===== src/pkg/ccsi_pkg.sv =====
// constants, types and register map of the card status indicator block
// assumes a 10 MHz system clock and a classic wishbone register bus
`default_nettype none
package ccsi_pkg;

	// ----------------------------------------------------------------
	// clock and lamp timing
	// ----------------------------------------------------------------
	localparam int CLK_HZ        = 10_000_000; // system clock rate
	localparam int LINK_HALF_MS  = 500;        // link lamp lit and dark
	localparam int BLINK_MS      = 200;        // blink lit and dark
	localparam int FLASH_DARK_MS = 1000;       // dark gap after a flash
	localparam int LINK_HALF_CYC = LINK_HALF_MS * (CLK_HZ / 1000);
	localparam int BLINK_CYC     = BLINK_MS * (CLK_HZ / 1000);
	localparam int FLASH_DK_CYC  = FLASH_DARK_MS * (CLK_HZ / 1000);

	// ----------------------------------------------------------------
	// register map, byte offsets
	// ----------------------------------------------------------------
	localparam logic [3:0] OFS_CTRL   = 4'h0; // control
	localparam logic [3:0] OFS_STATUS = 4'h4; // sticky events, w1c
	localparam logic [3:0] OFS_MASK   = 4'h8; // interrupt mask
	localparam logic [3:0] OFS_STATE  = 4'hc; // lamps and states, ro

	// control fields and reset value
	localparam int         CTRL_EN_BIT   = 0; // lamps enabled
	localparam int         CTRL_TEST_BIT = 1; // all lamps forced lit
	localparam logic [1:0] CTRL_RST      = 2'h1;

	// event bits of status and mask
	localparam int         EV_RX      = 0; // rx error pulse seen
	localparam int         EV_BUSOFF = 1; // bus-off entered
	localparam int         EV_LOST    = 2; // board link lost
	localparam int         EV_DRVFLT  = 3; // drive fault raised
	localparam int         EV_ADDR    = 4; // bad node address raised
	localparam int         EV_W       = 5;
	localparam logic [4:0] STATUS_RST = 5'h00;
	localparam logic [4:0] MASK_RST   = 5'h00;

	// state register fields
	localparam int LAMP_LSB = 0; // link, power, run, error lamps
	localparam int LINK_LSB = 4; // board link state
	localparam int NODE_LSB = 6; // node state as seen on input

	// ----------------------------------------------------------------
	// types
	// ----------------------------------------------------------------
	// board link progress, gray along setup, up, lost
	typedef enum logic [1:0]
	{
		LINK_SETUP = 2'h0,
		LINK_UP    = 2'h1,
		LINK_LOST  = 2'h3
	} ccsi_link_type;

	// communication node states, gray coded
	typedef enum logic [1:0]
	{
		NODE_BOOT = 2'h0,
		NODE_PREOP = 2'h1,
		NODE_WORK = 2'h3,
		NODE_STOP = 2'h2
	} ccsi_node_type;

	// pattern generator state
	typedef struct packed
	{
		logic [31:0] cnt; // position inside one period
		logic        lit; // lamp phase
	} ccsi_pat_type;

	// top level state
	typedef struct packed
	{
		ccsi_link_type link;    // board link state
		logic [1:0]    ctrl;    // control register
		logic [4:0]    status;  // sticky events
		logic [4:0]    mask;    // interrupt mask
		logic [3:0]    lamps;   // lamp outputs
		logic          rx_pend; // rx error flash owed
		logic [2:0]    prev;    // bus-off, drive fault, bad address
		logic          ack;     // bus acknowledge
		logic [31:0]   rdat;    // bus read data
		logic          irq;     // interrupt output
	} ccsi_top_type;

	localparam int LAMP_LINK = 0;
	localparam int LAMP_PWR  = 1;
	localparam int LAMP_RUN  = 2;
	localparam int LAMP_ERR  = 3;

endpackage
`default_nettype wire


===== src/design/ccsi_pattern.sv =====
// lamp pattern generator: lit for ON_CYC cycles, dark for OFF_CYC
// assumes one clock; restart holds the pattern at the start of lit
`timescale 1ns/100ps
`default_nettype none
module ccsi_pattern
#(
	parameter int ON_CYC  = 2_000_000, // lit cycles
	parameter int OFF_CYC = 2_000_000  // dark cycles
)
(
	input  wire logic clk_sys,
	input  wire logic sys_rst,
	input  wire logic restart,
	output logic      lit,
	output logic      wrap
);

	// ----------------------------------------------------------------
	// state
	// ----------------------------------------------------------------
	localparam logic [31:0] LAST = 32'(ON_CYC + OFF_CYC - 1);
	localparam logic [31:0] ONC  = 32'(ON_CYC);

	ccsi_pkg::ccsi_pat_type st_ff;  // registered state
	ccsi_pkg::ccsi_pat_type nxt_st; // next state

	// next state: count through one period, then wrap
	always_comb
	begin
		nxt_st = st_ff;
		if (restart)
		begin
			// hold at the start of the lit phase
			nxt_st.cnt = 32'h0;
			nxt_st.lit = 1'b1;
		end
		else if (st_ff.cnt == LAST)
		begin
			// period over, light again
			nxt_st.cnt = 32'h0;
			nxt_st.lit = 1'b1;
		end
		else
		begin
			nxt_st.cnt = st_ff.cnt + 32'h1;
			nxt_st.lit = (st_ff.cnt + 32'h1) < ONC;
		end
	end

	// state register
	always_ff @(posedge clk_sys or posedge sys_rst)
	begin
		if (sys_rst)
			st_ff <= '{cnt: 32'h0, lit: 1'b1};
		else
			st_ff <= nxt_st;
	end

	assign lit  = st_ff.lit;
	assign wrap = !restart && (st_ff.cnt == LAST);
endmodule
`default_nettype wire


===== src/design/ccsi_top.sv =====
// status indicator encoder of a can communication card
// assumes synchronous inputs on clk_sys and a classic wishbone master
//
// How it works
// - link lamp steady while connecting to board
// - link lamp blinks 0.5s/0.5s when connected
// - link lamp dark when board link lost
// - power lamp lit while board supplies power
// - run lamp steady in working state
// - run lamp dark on card fault
// - run lamp blinks in pre-operational state
// - run lamp single flash in stopped state
// - error lamp steady on bus-off or drive fault
// - error lamp dark when working without errors
// - error lamp blinks on bad node address
// - error lamp single flash on rx error
//
// Design decisions made here: the register offsets and the Wishbone register port.
`timescale 1ns/100ps
`default_nettype none
module ccsi_top
#(
	parameter int LINK_HALF_CYC = ccsi_pkg::LINK_HALF_CYC, // link half
	parameter int BLINK_CYC     = ccsi_pkg::BLINK_CYC,     // blink half
	parameter int FLASH_DK_CYC  = ccsi_pkg::FLASH_DK_CYC   // flash gap
)
(
	input  wire logic        clk_sys,
	input  wire logic        sys_rst,
	input  wire logic        wb_cyc_i,
	input  wire logic        wb_stb_i,
	input  wire logic        wb_we_i,
	input  wire logic [3:0]  wb_adr_i,
	input  wire logic [3:0]  wb_sel_i,
	input  wire logic [31:0] wb_dat_i,
	output logic [31:0]      wb_dat_o,
	output logic             wb_ack_o,
	input  wire logic        board_link_ok,
	input  wire logic        power_present,
	input  wire logic        card_fault,
	input  wire logic [1:0]  node_state,
	input  wire logic        bus_off,
	input  wire logic        drive_fault,
	input  wire logic        addr_invalid,
	input  wire logic        rx_error,
	output logic             card_link_lamp,
	output logic             power_lamp,
	output logic             run_lamp,
	output logic             error_lamp,
	output logic             irq
);

	// ----------------------------------------------------------------
	// state and pattern sources
	// ----------------------------------------------------------------
	ccsi_pkg::ccsi_top_type  st_ff;   // all registered state
	ccsi_pkg::ccsi_top_type  nxt_st;  // next state
	ccsi_pkg::ccsi_node_type node;    // node state decoded
	logic                    link_lit; // connected pattern
	logic                    blk_lit;  // shared blink pattern
	logic                    stp_lit;  // stopped flash pattern
	logic                    rxf_lit;  // rx error flash pattern
	logic                    rxf_wrap; // rx flash period over
	logic                    rxf_start; // new rx error flash
	logic                    lamps_on; // lamps enabled, no test
	logic                    err_steady; // bus-off or drive fault
	logic                    wr_hit;   // write taken this edge
	logic [4:0]              events;   // this cycle's events

	assign node     = ccsi_pkg::ccsi_node_type'(node_state);
	assign lamps_on = st_ff.ctrl[ccsi_pkg::CTRL_EN_BIT]
		&& !st_ff.ctrl[ccsi_pkg::CTRL_TEST_BIT];
	assign err_steady = bus_off || drive_fault;
	assign rxf_start  = rx_error && !st_ff.rx_pend;

	// link lamp pattern, held lit until the link comes up
	ccsi_pattern
	#(
		.ON_CYC  (LINK_HALF_CYC),
		.OFF_CYC (LINK_HALF_CYC)
	)
	u_link_pat
	(
		.clk_sys (clk_sys),
		.sys_rst (sys_rst),
		.restart (st_ff.link != ccsi_pkg::LINK_UP),
		.lit     (link_lit),
		.wrap    ()
	);

	// free running blink shared by run and error lamps
	ccsi_pattern
	#(
		.ON_CYC  (BLINK_CYC),
		.OFF_CYC (BLINK_CYC)
	)
	u_blink_pat
	(
		.clk_sys (clk_sys),
		.sys_rst (sys_rst),
		.restart (1'b0),
		.lit     (blk_lit),
		.wrap    ()
	);

	// single flash of the stopped state, starts with the state
	ccsi_pattern
	#(
		.ON_CYC  (BLINK_CYC),
		.OFF_CYC (FLASH_DK_CYC)
	)
	u_stop_pat
	(
		.clk_sys (clk_sys),
		.sys_rst (sys_rst),
		.restart (node != ccsi_pkg::NODE_STOP),
		.lit     (stp_lit),
		.wrap    ()
	);

	// single flash owed to a receive error
	ccsi_pattern
	#(
		.ON_CYC  (BLINK_CYC),
		.OFF_CYC (FLASH_DK_CYC)
	)
	u_rx_pat
	(
		.clk_sys (clk_sys),
		.sys_rst (sys_rst),
		.restart (!st_ff.rx_pend || rxf_start),
		.lit     (rxf_lit),
		.wrap    (rxf_wrap)
	);

	// ----------------------------------------------------------------
	// next state
	// ----------------------------------------------------------------
	assign wr_hit = wb_cyc_i && wb_stb_i && wb_we_i && st_ff.ack
		&& wb_sel_i[0];

	// events that set sticky status bits
	always_comb
	begin
		events = 5'h00;
		events[ccsi_pkg::EV_RX]     = rx_error;
		events[ccsi_pkg::EV_BUSOFF] = bus_off && !st_ff.prev[0];
		events[ccsi_pkg::EV_DRVFLT] = drive_fault && !st_ff.prev[1];
		events[ccsi_pkg::EV_ADDR]   = addr_invalid && !st_ff.prev[2];
		events[ccsi_pkg::EV_LOST]   =
			(st_ff.link == ccsi_pkg::LINK_UP) && !board_link_ok;
	end

	always_comb
	begin
		nxt_st = st_ff;
		nxt_st.prev = {addr_invalid, drive_fault, bus_off};

		// board link state machine
		unique case (st_ff.link)
			ccsi_pkg::LINK_SETUP:
				if (board_link_ok)
					nxt_st.link = ccsi_pkg::LINK_UP;
			ccsi_pkg::LINK_UP:
				if (!board_link_ok)
					nxt_st.link = ccsi_pkg::LINK_LOST;
			ccsi_pkg::LINK_LOST:
				if (board_link_ok)
					nxt_st.link = ccsi_pkg::LINK_UP;
			default:
				nxt_st.link = ccsi_pkg::LINK_SETUP;
		endcase

		// rx flash owed: set wins over the end of a flash
		if (rx_error)
			nxt_st.rx_pend = 1'b1;
		else if (rxf_wrap)
			nxt_st.rx_pend = 1'b0;

		// link lamp
		unique case (st_ff.link)
			ccsi_pkg::LINK_SETUP:
				nxt_st.lamps[ccsi_pkg::LAMP_LINK] = 1'b1;
			ccsi_pkg::LINK_UP:
				nxt_st.lamps[ccsi_pkg::LAMP_LINK] = link_lit;
			default:
				nxt_st.lamps[ccsi_pkg::LAMP_LINK] = 1'b0;
		endcase

		// power lamp
		nxt_st.lamps[ccsi_pkg::LAMP_PWR] = power_present;

		// run lamp, fault first
		if (card_fault)
			nxt_st.lamps[ccsi_pkg::LAMP_RUN] = 1'b0;
		else
		begin
			unique case (node)
				ccsi_pkg::NODE_WORK:
					nxt_st.lamps[ccsi_pkg::LAMP_RUN] = 1'b1;
				ccsi_pkg::NODE_PREOP:
					nxt_st.lamps[ccsi_pkg::LAMP_RUN] = blk_lit;
				ccsi_pkg::NODE_STOP:
					nxt_st.lamps[ccsi_pkg::LAMP_RUN] = stp_lit;
				ccsi_pkg::NODE_BOOT:
					nxt_st.lamps[ccsi_pkg::LAMP_RUN] = 1'b0;
			endcase
		end

		// error lamp in order of precedence
		if (err_steady)
			nxt_st.lamps[ccsi_pkg::LAMP_ERR] = 1'b1;
		else if (addr_invalid)
			nxt_st.lamps[ccsi_pkg::LAMP_ERR] = blk_lit;
		else if (st_ff.rx_pend)
			nxt_st.lamps[ccsi_pkg::LAMP_ERR] = rxf_lit;
		else
			nxt_st.lamps[ccsi_pkg::LAMP_ERR] = 1'b0;

		// lamp control: test lights all, disable darkens all
		if (st_ff.ctrl[ccsi_pkg::CTRL_TEST_BIT])
			nxt_st.lamps = 4'hf;
		else if (!st_ff.ctrl[ccsi_pkg::CTRL_EN_BIT])
			nxt_st.lamps = 4'h0;

		// bus: answer one cycle after the request
		nxt_st.ack = wb_cyc_i && wb_stb_i && !st_ff.ack;
		nxt_st.rdat = 32'h0;
		if (wb_cyc_i && wb_stb_i && !st_ff.ack && !wb_we_i)
		begin
			unique case (wb_adr_i)
				ccsi_pkg::OFS_CTRL:
					nxt_st.rdat[1:0] = st_ff.ctrl;
				ccsi_pkg::OFS_STATUS:
					nxt_st.rdat[4:0] = st_ff.status;
				ccsi_pkg::OFS_MASK:
					nxt_st.rdat[4:0] = st_ff.mask;
				ccsi_pkg::OFS_STATE:
					nxt_st.rdat[7:0] = {node_state, st_ff.link,
						st_ff.lamps};
				default:
					nxt_st.rdat = 32'h0; // unmapped reads zero
			endcase
		end

		// writes take effect at the acknowledging edge
		if (wr_hit && wb_adr_i == ccsi_pkg::OFS_CTRL)
			nxt_st.ctrl = wb_dat_i[1:0];
		if (wr_hit && wb_adr_i == ccsi_pkg::OFS_MASK)
			nxt_st.mask = wb_dat_i[4:0];
		if (wr_hit && wb_adr_i == ccsi_pkg::OFS_STATUS)
			nxt_st.status = st_ff.status & ~wb_dat_i[4:0];
		// new events win over a clear in the same cycle
		nxt_st.status = nxt_st.status | events;

		nxt_st.irq = |(nxt_st.status & nxt_st.mask);
	end

	// state register
	always_ff @(posedge clk_sys or posedge sys_rst)
	begin
		if (sys_rst)
		begin
			st_ff.link    <= ccsi_pkg::LINK_SETUP;
			st_ff.ctrl    <= ccsi_pkg::CTRL_RST;
			st_ff.status  <= ccsi_pkg::STATUS_RST;
			st_ff.mask    <= ccsi_pkg::MASK_RST;
			st_ff.lamps   <= 4'h0;
			st_ff.rx_pend <= 1'b0;
			st_ff.prev    <= 3'h0;
			st_ff.ack     <= 1'b0;
			st_ff.rdat    <= 32'h0;
			st_ff.irq     <= 1'b0;
		end
		else
			st_ff <= nxt_st;
	end

	// ----------------------------------------------------------------
	// outputs
	// ----------------------------------------------------------------
	assign card_link_lamp = st_ff.lamps[ccsi_pkg::LAMP_LINK];
	assign power_lamp     = st_ff.lamps[ccsi_pkg::LAMP_PWR];
	assign run_lamp       = st_ff.lamps[ccsi_pkg::LAMP_RUN];
	assign error_lamp     = st_ff.lamps[ccsi_pkg::LAMP_ERR];
	assign wb_dat_o       = st_ff.rdat;
	assign wb_ack_o       = st_ff.ack;
	assign irq            = st_ff.irq;
endmodule
`default_nettype wire


===== config.mk =====
export PLATFORM = sky130hd
export DESIGN_NAME = ccsi_top
export DESIGN_NICKNAME = d
export VERILOG_FILES = /design/src/pkg/ccsi_pkg.sv /design/src/design/ccsi_pattern.sv /design/src/design/ccsi_top.sv
export SDC_FILE = /design/constraint.sdc
export NUM_CORES = 1
export LEC_CHECK = 0
export BUFFER_PORTS_ARGS = -buffer_cell sky130_fd_sc_hd__buf_2
export CAP_MARGIN = 20
export CORE_MARGIN = 4
export CORE_UTILIZATION = 60
export DETAILED_ROUTE_END_ITERATION = 12
export GPL_TIMING_DRIVEN = 0
export PLACE_DENSITY = 0.81
export SLEW_MARGIN = 20
export SYNTH_ARGS = -nofsm -noshare
export SYNTH_HDL_FRONTEND = slang
export SYNTH_SLANG_ARGS = --single-unit

===== constraint.sdc =====
create_clock -name clk_sys -period 6.25 [get_ports clk_sys]
set_input_delay 0.625 -clock clk_sys [delete_from_list [all_inputs] [get_ports clk_sys]]
set_output_delay 0.625 -clock clk_sys [all_outputs]
set_load 0.05 [all_outputs]

==> results.json, run 1 <==
{
  "final_core_util": 0.692,
  "synth_top_area_share": 0.418,
  "fp.dieArea_mm2": 0.0179,
  "dpl-instance-area_mm2": 0.0101,
  "tightest_slew_ns": 0.707,
  "dpl.cell_count": 1308,
  "core_region_area_mm2": 0.0154,
  "seq_power_share": 0.468,
  "p_switching_mw": 0.631,
  "end_kind": "flip-flop",
  "floorplan.initialDensity": 0.619,
  "post_synth_num_cell_types": 80,
  "drcViolationCount": 0,
  "rsz_0062_raised_after_global_routing": "no",
  "maxSlewHeadroom": 0.525,
  "layout_commonest_cell": "dfrtp_1",
  "clock_skew_ns": 0.00972,
  "comb_power_share": 0.101,
  "clk_pin_slew_worst_paths_ns": 0.06,
  "layoutNonFillerInstCount": 1340,
  "place_hpwl_mm": 14.3,
  "fraction_of_registers_with_async_set_or_reset_after_synthesis": 1.00,
  "launching_element_type_of_the_critical_path": "flip-flop",
  "power.static_leakage_nw": 4.71,
  "final_max_slew_viol_count": 0,
  "detail_route.vias_per_cell": 5.68,
  "cts_buffers": 17,
  "final_min_period_over_clock_period": 0.452,
  "setup_ws_ns": 3.42,
  "routed_wire_length_mm": 20.3,
  "clkPwrFrac": 0.432,
  "dieHeight_um": 134,
  "htreeDepth": 4,
  "number_of_antenna_cells_inserted": 0,
  "io_pins": 92,
  "wl_per_cell_um": 15.2,
  "fp.dieW_um": 134,
  "syn_area_per_cell_um2": 9.16,
  "grt_antenna_before_repair": 2,
  "areaGrowthSynthToFinish_pct": 11.8,
  "firstDrtPassIters": 5,
  "intPower_mw": 1.71,
  "finalInstanceArea_mm2": 0.0106,
  "post_cts_resize_count": 0,
  "hold_viol_final": 0,
  "drtAntennaViolNets": 0,
  "clock_sink_count": 164,
  "critical_path.reg2reg.startpoint": "u_link_pat.st_ff[3]",
  "clock_path_buffers": 2,
  "grt_start_max_net_pins": 95,
  "critical_path_required_ns": 6.62,
  "cts_setup_buffers": 0,
  "first_pass_grt_wire_length_mm": 34.8,
  "io_buffer_count": 35,
  "cp_max_fo": 8,
  "finalWeightedCongestion": 0.883,
  "cts_tree": "built",
  "netlist_instances": 1038,
  "post_route_cells_drive_above_1_share": 0.142,
  "detailedPlace.worstSlack_ns": 3.31,
  "detailedRoute.firstIterationViolations": 568,
  "fin_nets": 1177,
  "synth_sequential_area_ratio": 0.432,
  "first_global_vias": 7159,
  "synth-warning-count": 0,
  "setup.worst_path.class": "reg2reg",
  "insertion_delay_ns": 0.43,
  "synthTopCellsByArea": "dfrtp_1 (42%), xnor2_1 (6.4%), nor2_1 (5.9%)",
  "hold_class": "in2async",
  "synth_enable_flop_cells": 0,
  "cts_root_buf": "clkbuf_16",
  "whs_ns": 0.303,
  "overflow": 0,
  "max-cap-violations": 0,
  "cp.arrival_ns": 3.19,
  "pwr_per_cell_area_mw_per_mm2": 220,
  "synthesis.area_mm2": 0.00951,
  "run_status": "finished clean",
  "track_usage": 0.237,
  "synth_flop_cell": "dfrtp_1",
  "detailroute.via_count": 7614,
  "fin_total_pwr_mw": 2.34,
  "fmax_ghz": 0.354,
  "peakVddDrop_mv": 0.221,
  "layout_min_cycle_time_ns": 2.83,
  "yosys.area.top_type": "dfrtp_1",
  "ctsHoldBuffers": 0,
  "switch_share": 0.270,
  "setup-tns-final_ns": 0,
  "ys_ff_latch": 164,
  "final_report_setup_violation_count": 0,
  "rows": 45,
  "startpoint": "u_link_pat.st_ff[3]",
  "layout.cells.most_common_list": "dfrtp_1 (159), nor2_1 (149), nand2_1 (85)"
}
worst max-delay path, cell delays in order, from the launching register on:
cell and delay, ns:
dfrtp_1 0.32, clkbuf_2 0.20, and4_1 0.21, buf_2 0.17, nand4_1 0.38, nor4_1 0.64, a31oi_1 0.18, a2111oi_0 0.43
a31o_2 0.24
path summary, 6_finish.rpt:
path / endpoint / slack [ns] / cells after the start
max reg2reg: u_link_pat.lit / 3.42 / 8
max in group asynchronous: u_link_pat.lit / 5.16 / 3
max: u_link_pat.lit / 3.42 / 8
min: u_blink_pat.st_ff[1] / 0.30 / 2
min reg2reg: wb_ack_o / 0.47 / 1
min in group clk_sys: st_ff[34] / 0.34 / 1
cell usage after synthesis (3+ instances only):
master and number:
and2_1 13, o22ai_1 7, or4_1 5, a31o_2 3, a21o_1 6, o31ai_1 6
and4_1 14, nor2b_1 14, a22oi_1 4, mux2_2 9, clkbuf_1 32, nor2_1 149
nor4_2 5, dfstp_2 5, nand4_1 36, mux2i_1 10, o21ai_0 21, xnor2_1 69
nand2b_1 4, a32oi_1 3, buf_2 13, nor3_1 34, nor3b_1 3, nor4_1 16
dfrtp_1 159, a2bb2oi_1 3, or3_1 8, a31oi_1 7, nor4b_1 8, or2_2 6
inv_1 30, a21oi_1 9, ha_1 7, xor2_1 59, o31a_1 3, and3_1 18
nand2_1 85, buf_4 35, nand3_1 66
power groups by stage:
stage,sequential (mW),combinational [mW],clock (mW)
2_1_floorplan,1.12,0.173,0
3_3_place_gp,1.11,0.233,0
3_5_place_dp,1.11,0.238,0
4_1_cts,1.09,0.240,1.03
5_1_grt,1.10,0.268,1.07
6_report,1.09,0.236,1.01
state kept, by name, indices dropped and copies added (netlist names):
name / flops
u_blink_pat.st_ff: 32
u_link_pat.lit: 1
u_rx_pat.lit: 1
wb_dat_o: 8
power_lamp: 1
run_lamp: 1
irq: 1
st_ff: 18
error_lamp: 1
wb_ack_o: 1
u_rx_pat.st_ff: 32
card_link_lamp: 1
u_blink_pat.lit: 1
u_stop_pat.lit: 1
u_link_pat.st_ff: 32
u_stop_pat.st_ff: 32
area by class of cell:
type / instances / area [µm²]
plain buffers: 82 / 457
clock buffers: 19 / 443
clock inverters: 13 / 123
fillers: 1249 / 4730
inverters: 30 / 120
multi-input cells: 785 / 4920
flip-flops and latches: 164 / 4110
well taps: 211 / 264
repair buffers: 36 / 203
layer usage:
| layer | global-route usage | routed length, µm | vias up |
|---|---|---|---|
| met2 | 0.373 | 9530 | 212 |
| met5 | 0 | 21 | - |
| met1 | 0.334 | 9380 | 3639 |
| li1 | - | - | 3732 |
| met4 | 0.0566 | 237 | 4 |
| met3 | 0.0563 | 1170 | 27 |
cells by family after synthesis:
family	share of synthesized area
other	0.000394
AND/OR/NAND/NOR	0.277
buffers and inverters	0.0599
multiplexers	0.0275
XOR/XNOR	0.118
adder cells (fa/ha/maj)	0.00921
flip-flops	0.432
AO/OA/AOI/OAI	0.0758
No activity file was read; power rests on OpenSTA's default activity.
==> run 2: changes to the inputs <==
==> constraint.sdc (replaced) <==
create_clock -name clk_sys -period 2.7 [get_ports clk_sys]
set_input_delay 0.27 -clock clk_sys [delete_from_list [all_inputs] [get_ports clk_sys]]
set_output_delay 0.27 -clock clk_sys [all_outputs]
set_load 0.05 [all_outputs]
==> results.json, run 2 (synthesized netlist as in run 1, its figures left out) <==
{
  "run_status": "finished clean",
  "first_pass_grt_wire_length_mm": 35.7,
  "cpPeakStageDelay_ns": 0.50,
  "tightest_slew_ns": 0.795,
  "final_core_util": 0.717,
  "hold_class": "in2reg",
  "launching_element_type_of_the_critical_path": "flip-flop",
  "cp_max_fo": 7,
  "routed_wire_length_mm": 21.4,
  "pwr_per_cell_area_mw_per_mm2": 523,
  "fin_total_pwr_mw": 5.77,
  "dieHeight_um": 134,
  "end_kind": "flip-flop",
  "wl_per_cell_um": 15.8,
  "track_usage": 0.241,
  "drcViolationCount": 0,
  "grt_antenna_before_repair": 0,
  "clk_pin_slew_worst_paths_ns": 0.07,
  "io_pins": 92,
  "critical_path_required_ns": 3.04,
  "io_buffer_count": 35,
  "fin_nets": 1192,
  "detailedRoute.firstIterationViolations": 582,
  "htreeDepth": 4,
  "setup_ws_ns": 0.156,
  "fp.dieArea_mm2": 0.0179,
  "peakVddDrop_mv": 0.495,
  "clock_path_buffers": 2,
  "place_hpwl_mm": 14.6,
  "hold_viol_final": 0,
  "final_min_period_over_clock_period": 0.942,
  "final_max_slew_viol_count": 0,
  "cts_root_buf": "clkbuf_16",
  "fmax_ghz": 0.393,
  "critical_path.cell_chain": "and4_1 -> nand4_1 -> or3_4 -> mux2_4 -> o22ai_2 -> a41oi_1 -> a211oi_2",
  "layout_commonest_cell": "dfrtp_1",
  "layout.cells.most_common_list": "dfrtp_1 (158), nor2_1 (148), nand2_1 (85)",
  "setup-tns-final_ns": 0,
  "post_route_cells_drive_above_1_share": 0.165,
  "detail_route.vias_per_cell": 5.74,
  "layout_min_cycle_time_ns": 2.54,
  "overflow": 0,
  "first_global_vias": 7412,
  "insertion_delay_ns": 0.43,
  "cp.arrival_ns": 2.89,
  "drtAntennaViolNets": 0,
  "setup.worst_path.class": "reg2reg",
  "firstDrtPassIters": 7,
  "max-cap-violations": 0,
  "final_report_setup_violation_count": 0,
  "power.static_leakage_nw": 4.89,
  "cts_tree": "built",
  "grt_start_max_net_pins": 35,
  "core_region_area_mm2": 0.0154,
  "finalWeightedCongestion": 0.896,
  "detailedPlace.worstSlack_ns": -0.122,
  "rows": 45,
  "clock_skew_ns": 0.00902,
  "maxSlewHeadroom": 0.466,
  "number_of_antenna_cells_inserted": 0,
  "areaGrowthSynthToFinish_pct": 15.8,
  "cpMaxStageDelayCell": "or3_4",
  "detailroute.via_count": 7783,
  "floorplan.initialDensity": 0.619,
  "fp.dieW_um": 134,
  "cts_buffers": 17,
  "clock_sink_count": 164
}
[run 2: metal layers]
layer	global-route usage	wire [µm]	vias to the layer above
met2	0.400	10400	236
met4	0.0611	292	0
li1	-	-	3758
met5	0	0	-
met3	0.0518	1150	29
met1	0.325	9520	3760
[run 2: power breakdown]
part           internal (mW)  switching (mW)  leakage, nW  total (mW)
sequential              2.50          0.0338         2.20        2.53
combinational          0.167           0.407         2.38       0.574
clock                   1.58            1.08        0.313        2.66
total                   4.24            1.52         4.89        5.77
[run 2: final timing paths]
kind,from,end,slack [ns],cells past startpoint
max,u_blink_pat.st_ff[3],u_blink_pat.lit,0.16,7
min,rx_error,st_ff[37],0.09,2
max reg2reg,u_blink_pat.st_ff[3],u_blink_pat.lit,0.16,7
min reg2reg,wb_ack_o,wb_ack_o,0.48,1
max in group asynchronous,sys_rst,st_ff[52],1.25,6
min in group asynchronous,sys_rst,u_stop_pat.st_ff[28],0.39,3
[run 2: what timing repair did]
item | in CTS | in global routing
setup buffers | 0 | 8
gates cloned | 0 | 0
endpoints found under the setup margin | 3 | 15
hold buffers | 4 | 0
endpoints found under the hold margin | 22 | 0
pin swaps | 1 | 7
gates resized for setup | 6 | 21
[run 2: area by class of cell]
type / count / area (µm²)
sequential: 164 / 4110
buffer: 81 / 459
clock buffer: 17 / 425
fill: 1160 / 4350
inverter: 30 / 116
timing repair buffer: 52 / 383
tap: 211 / 264
multi-input combinational: 785 / 5040
clock inverter: 15 / 216
[run 2: per-stage QoR]
stage	hold WS, ns	std cells	instance area [µm²]
after detailed placement	0.304	1312	10100
after global placement	0.412	1307	10000
after floorplan	0.301	1061	9600
after CTS	0.0679	1348	10900
after global routing	0.0906	1355	11000
final	0.0871	1355	11000
[run 2: critical path: cells and delay by family (launching register included)]
family | cells | cell delay [ns]
and+or+nand+nor | 3 | 1.22
AOI/OAI and AO/OA | 3 | 0.51
muxes | 1 | 0.31
DFF | 1 | 0.41
==> run 3: changes to the inputs <==
--- a/config.mk
+++ b/config.mk
@@ -11,8 +11,9 @@
 export CORE_UTILIZATION = 60
 export DETAILED_ROUTE_END_ITERATION = 12
 export GPL_TIMING_DRIVEN = 0
-export PLACE_DENSITY = 0.81
+export PLACE_DENSITY = 0.82
 export SLEW_MARGIN = 20
 export SYNTH_ARGS = -nofsm -noshare
 export SYNTH_HDL_FRONTEND = slang
 export SYNTH_SLANG_ARGS = --single-unit
+export TNS_END_PERCENT = 50
==> results.json, run 3 (synthesized netlist as in run 1, its figures left out) <==
{
  "layout.cells.most_common_list": "dfrtp_1 (159), nor2_1 (148), nand2_1 (85)",
  "cp.arrival_ns": 2.92,
  "hold_path_origin": "power_present",
  "critical_path.cell_chain": "ha_2 -> nand4_4 -> or4_4 -> nor4_4 -> nand4_1 -> xor2_2 -> nor4bb_4 -> a31o_1",
  "end_kind": "flip-flop",
  "path_buf_inv": 0,
  "worst_path_dominant_cell_family": "simple AND/OR/NAND/NOR gates",
  "hold_class": "in2reg",
  "insertion_delay_ns": 0.43,
  "clk_pin_slew_worst_paths_ns": 0.07,
  "maxSlewHeadroom": 0.483,
  "cpPeakStageDelay_ns": 0.60,
  "routed_wire_length_mm": 21.5,
  "hold_depth": 2,
  "first_global_vias": 7384,
  "worstReg2RegEnd": "u_stop_pat.lit",
  "power.static_leakage_nw": 4.87,
  "track_usage": 0.242,
  "peakVddDrop_mv": 0.488,
  "cp_max_fo": 5,
  "finalWeightedCongestion": 0.894,
  "overflow": 0,
  "io_pins": 92,
  "whs_endpoint": "power_lamp",
  "fp.dieArea_mm2": 0.0179,
  "post_route_cells_drive_above_1_share": 0.161,
  "firstDrtPassIters": 7,
  "hold_viol_final": 0,
  "drtAntennaViolNets": 0,
  "detailedRoute.firstIterationViolations": 508,
  "fp.dieW_um": 134,
  "run_status": "finished clean",
  "final_core_util": 0.713,
  "worst_r2r_path_depth": 8,
  "cts_tree": "built",
  "clock_skew_ns": 0.00914,
  "grt_antenna_before_repair": 1,
  "launching_element_type_of_the_critical_path": "flip-flop",
  "core_region_area_mm2": 0.0154,
  "critical_path_required_ns": 3.07,
  "drcViolationCount": 0,
  "cpMaxStageDelayCell": "or4_4",
  "clock_path_buffers": 2,
  "fmax_ghz": 0.392,
  "first_pass_grt_wire_length_mm": 35.7,
  "io_buffer_count": 35,
  "critical_path.reg2reg.startpoint": "u_stop_pat.st_ff[1]",
  "fin_nets": 1194,
  "cts_buffers": 17,
  "rsz_0062_raised_after_global_routing": "yes",
  "floorplan.initialDensity": 0.619,
  "fin_total_pwr_mw": 5.64,
  "layout_min_cycle_time_ns": 2.55,
  "grt_start_max_net_pins": 34,
  "areaGrowthSynthToFinish_pct": 15.3,
  "dieHeight_um": 134,
  "wl_per_cell_um": 15.8,
  "detail_route.vias_per_cell": 5.76,
  "rows": 45,
  "final_min_period_over_clock_period": 0.944,
  "crit_cells": 8,
  "htreeDepth": 4,
  "clock_sink_count": 164,
  "reg2reg_setup_slack_ns": 0.15,
  "detailroute.via_count": 7823,
  "tightest_slew_ns": 0.770,
  "max-cap-violations": 0,
  "place_hpwl_mm": 14.7,
  "cts_root_buf": "clkbuf_16",
  "final_max_slew_viol_count": 0,
  "setup.worst_path.class": "reg2reg",
  "final_report_setup_violation_count": 0,
  "pwr_per_cell_area_mw_per_mm2": 514,
  "setup-tns-final_ns": 0,
  "layout_commonest_cell": "dfrtp_1"
}
[run 3: stage by stage]
step / hold WS (ns) / instances / cell area [µm²] / setup WS [ns]
2_1_floorplan: 0.301 / 1061 / 9600 / 0.116
3_3_place_gp: 0.409 / 1307 / 10000 / -0.599
3_5_place_dp: 0.279 / 1312 / 10100 / -0.0339
4_1_cts: 0.0639 / 1348 / 10800 / 0.0439
5_1_grt: 0.0633 / 1358 / 11000 / -0.0284
6_report: 0.0890 / 1358 / 11000 / 0.150
[run 3: cell type report]
class / count / area, µm²
Buffer: 82 / 462
Multi-Input combinational cell: 785 / 5020
Tap cell: 211 / 264
Clock buffer: 19 / 433
Inverter: 30 / 116
Clock inverter: 13 / 174
Antenna cell: 1 / 2.50
Fill cell: 1102 / 4410
Timing Repair Buffer: 53 / 383
Sequential cell: 164 / 4110
[run 3: what timing repair did]
item,4_1_cts,5_1_grt
buffers inserted,0,9
endpoints found under the hold margin,19,0
hold buffers,4,0
pin swaps,1,5
endpoints found under the setup margin,3,16
gates resized for setup,3,21
[run 3: per-layer routing]
layer / part of all wire / GRT usage / up-vias
met5: 0 / 0 / -
met4: 0.016 / 0.0806 / 0
met3: 0.061 / 0.0469 / 35
met2: 0.49 / 0.389 / 272
met1: 0.44 / 0.333 / 3756
li1: - / - / 3760
[run 3: power by group]
group / internal (mW) / total, mW / leakage, nW / switching (mW)
clock network: 1.47 / 2.52 / 0.297 / 1.05
logic: 0.167 / 0.587 / 2.37 / 0.420
registers: 2.50 / 2.53 / 2.20 / 0.0331
total: 4.14 / 5.64 / 4.87 / 1.50
[run 3: how the worst max path moves through the flow]
stage	from	end	slack, ns
after floorplan	wb_ack_o	irq	0.12
after global placement	sys_rst	u_link_pat.st_ff[18]	-0.60
after detailed placement	u_stop_pat.st_ff[1]	u_stop_pat.lit	-0.03
after CTS	u_rx_pat.st_ff[1]	u_rx_pat.lit	0.04
after global routing	u_stop_pat.st_ff[3]	u_stop_pat.lit	-0.03
final	u_stop_pat.st_ff[1]	u_stop_pat.lit	0.15
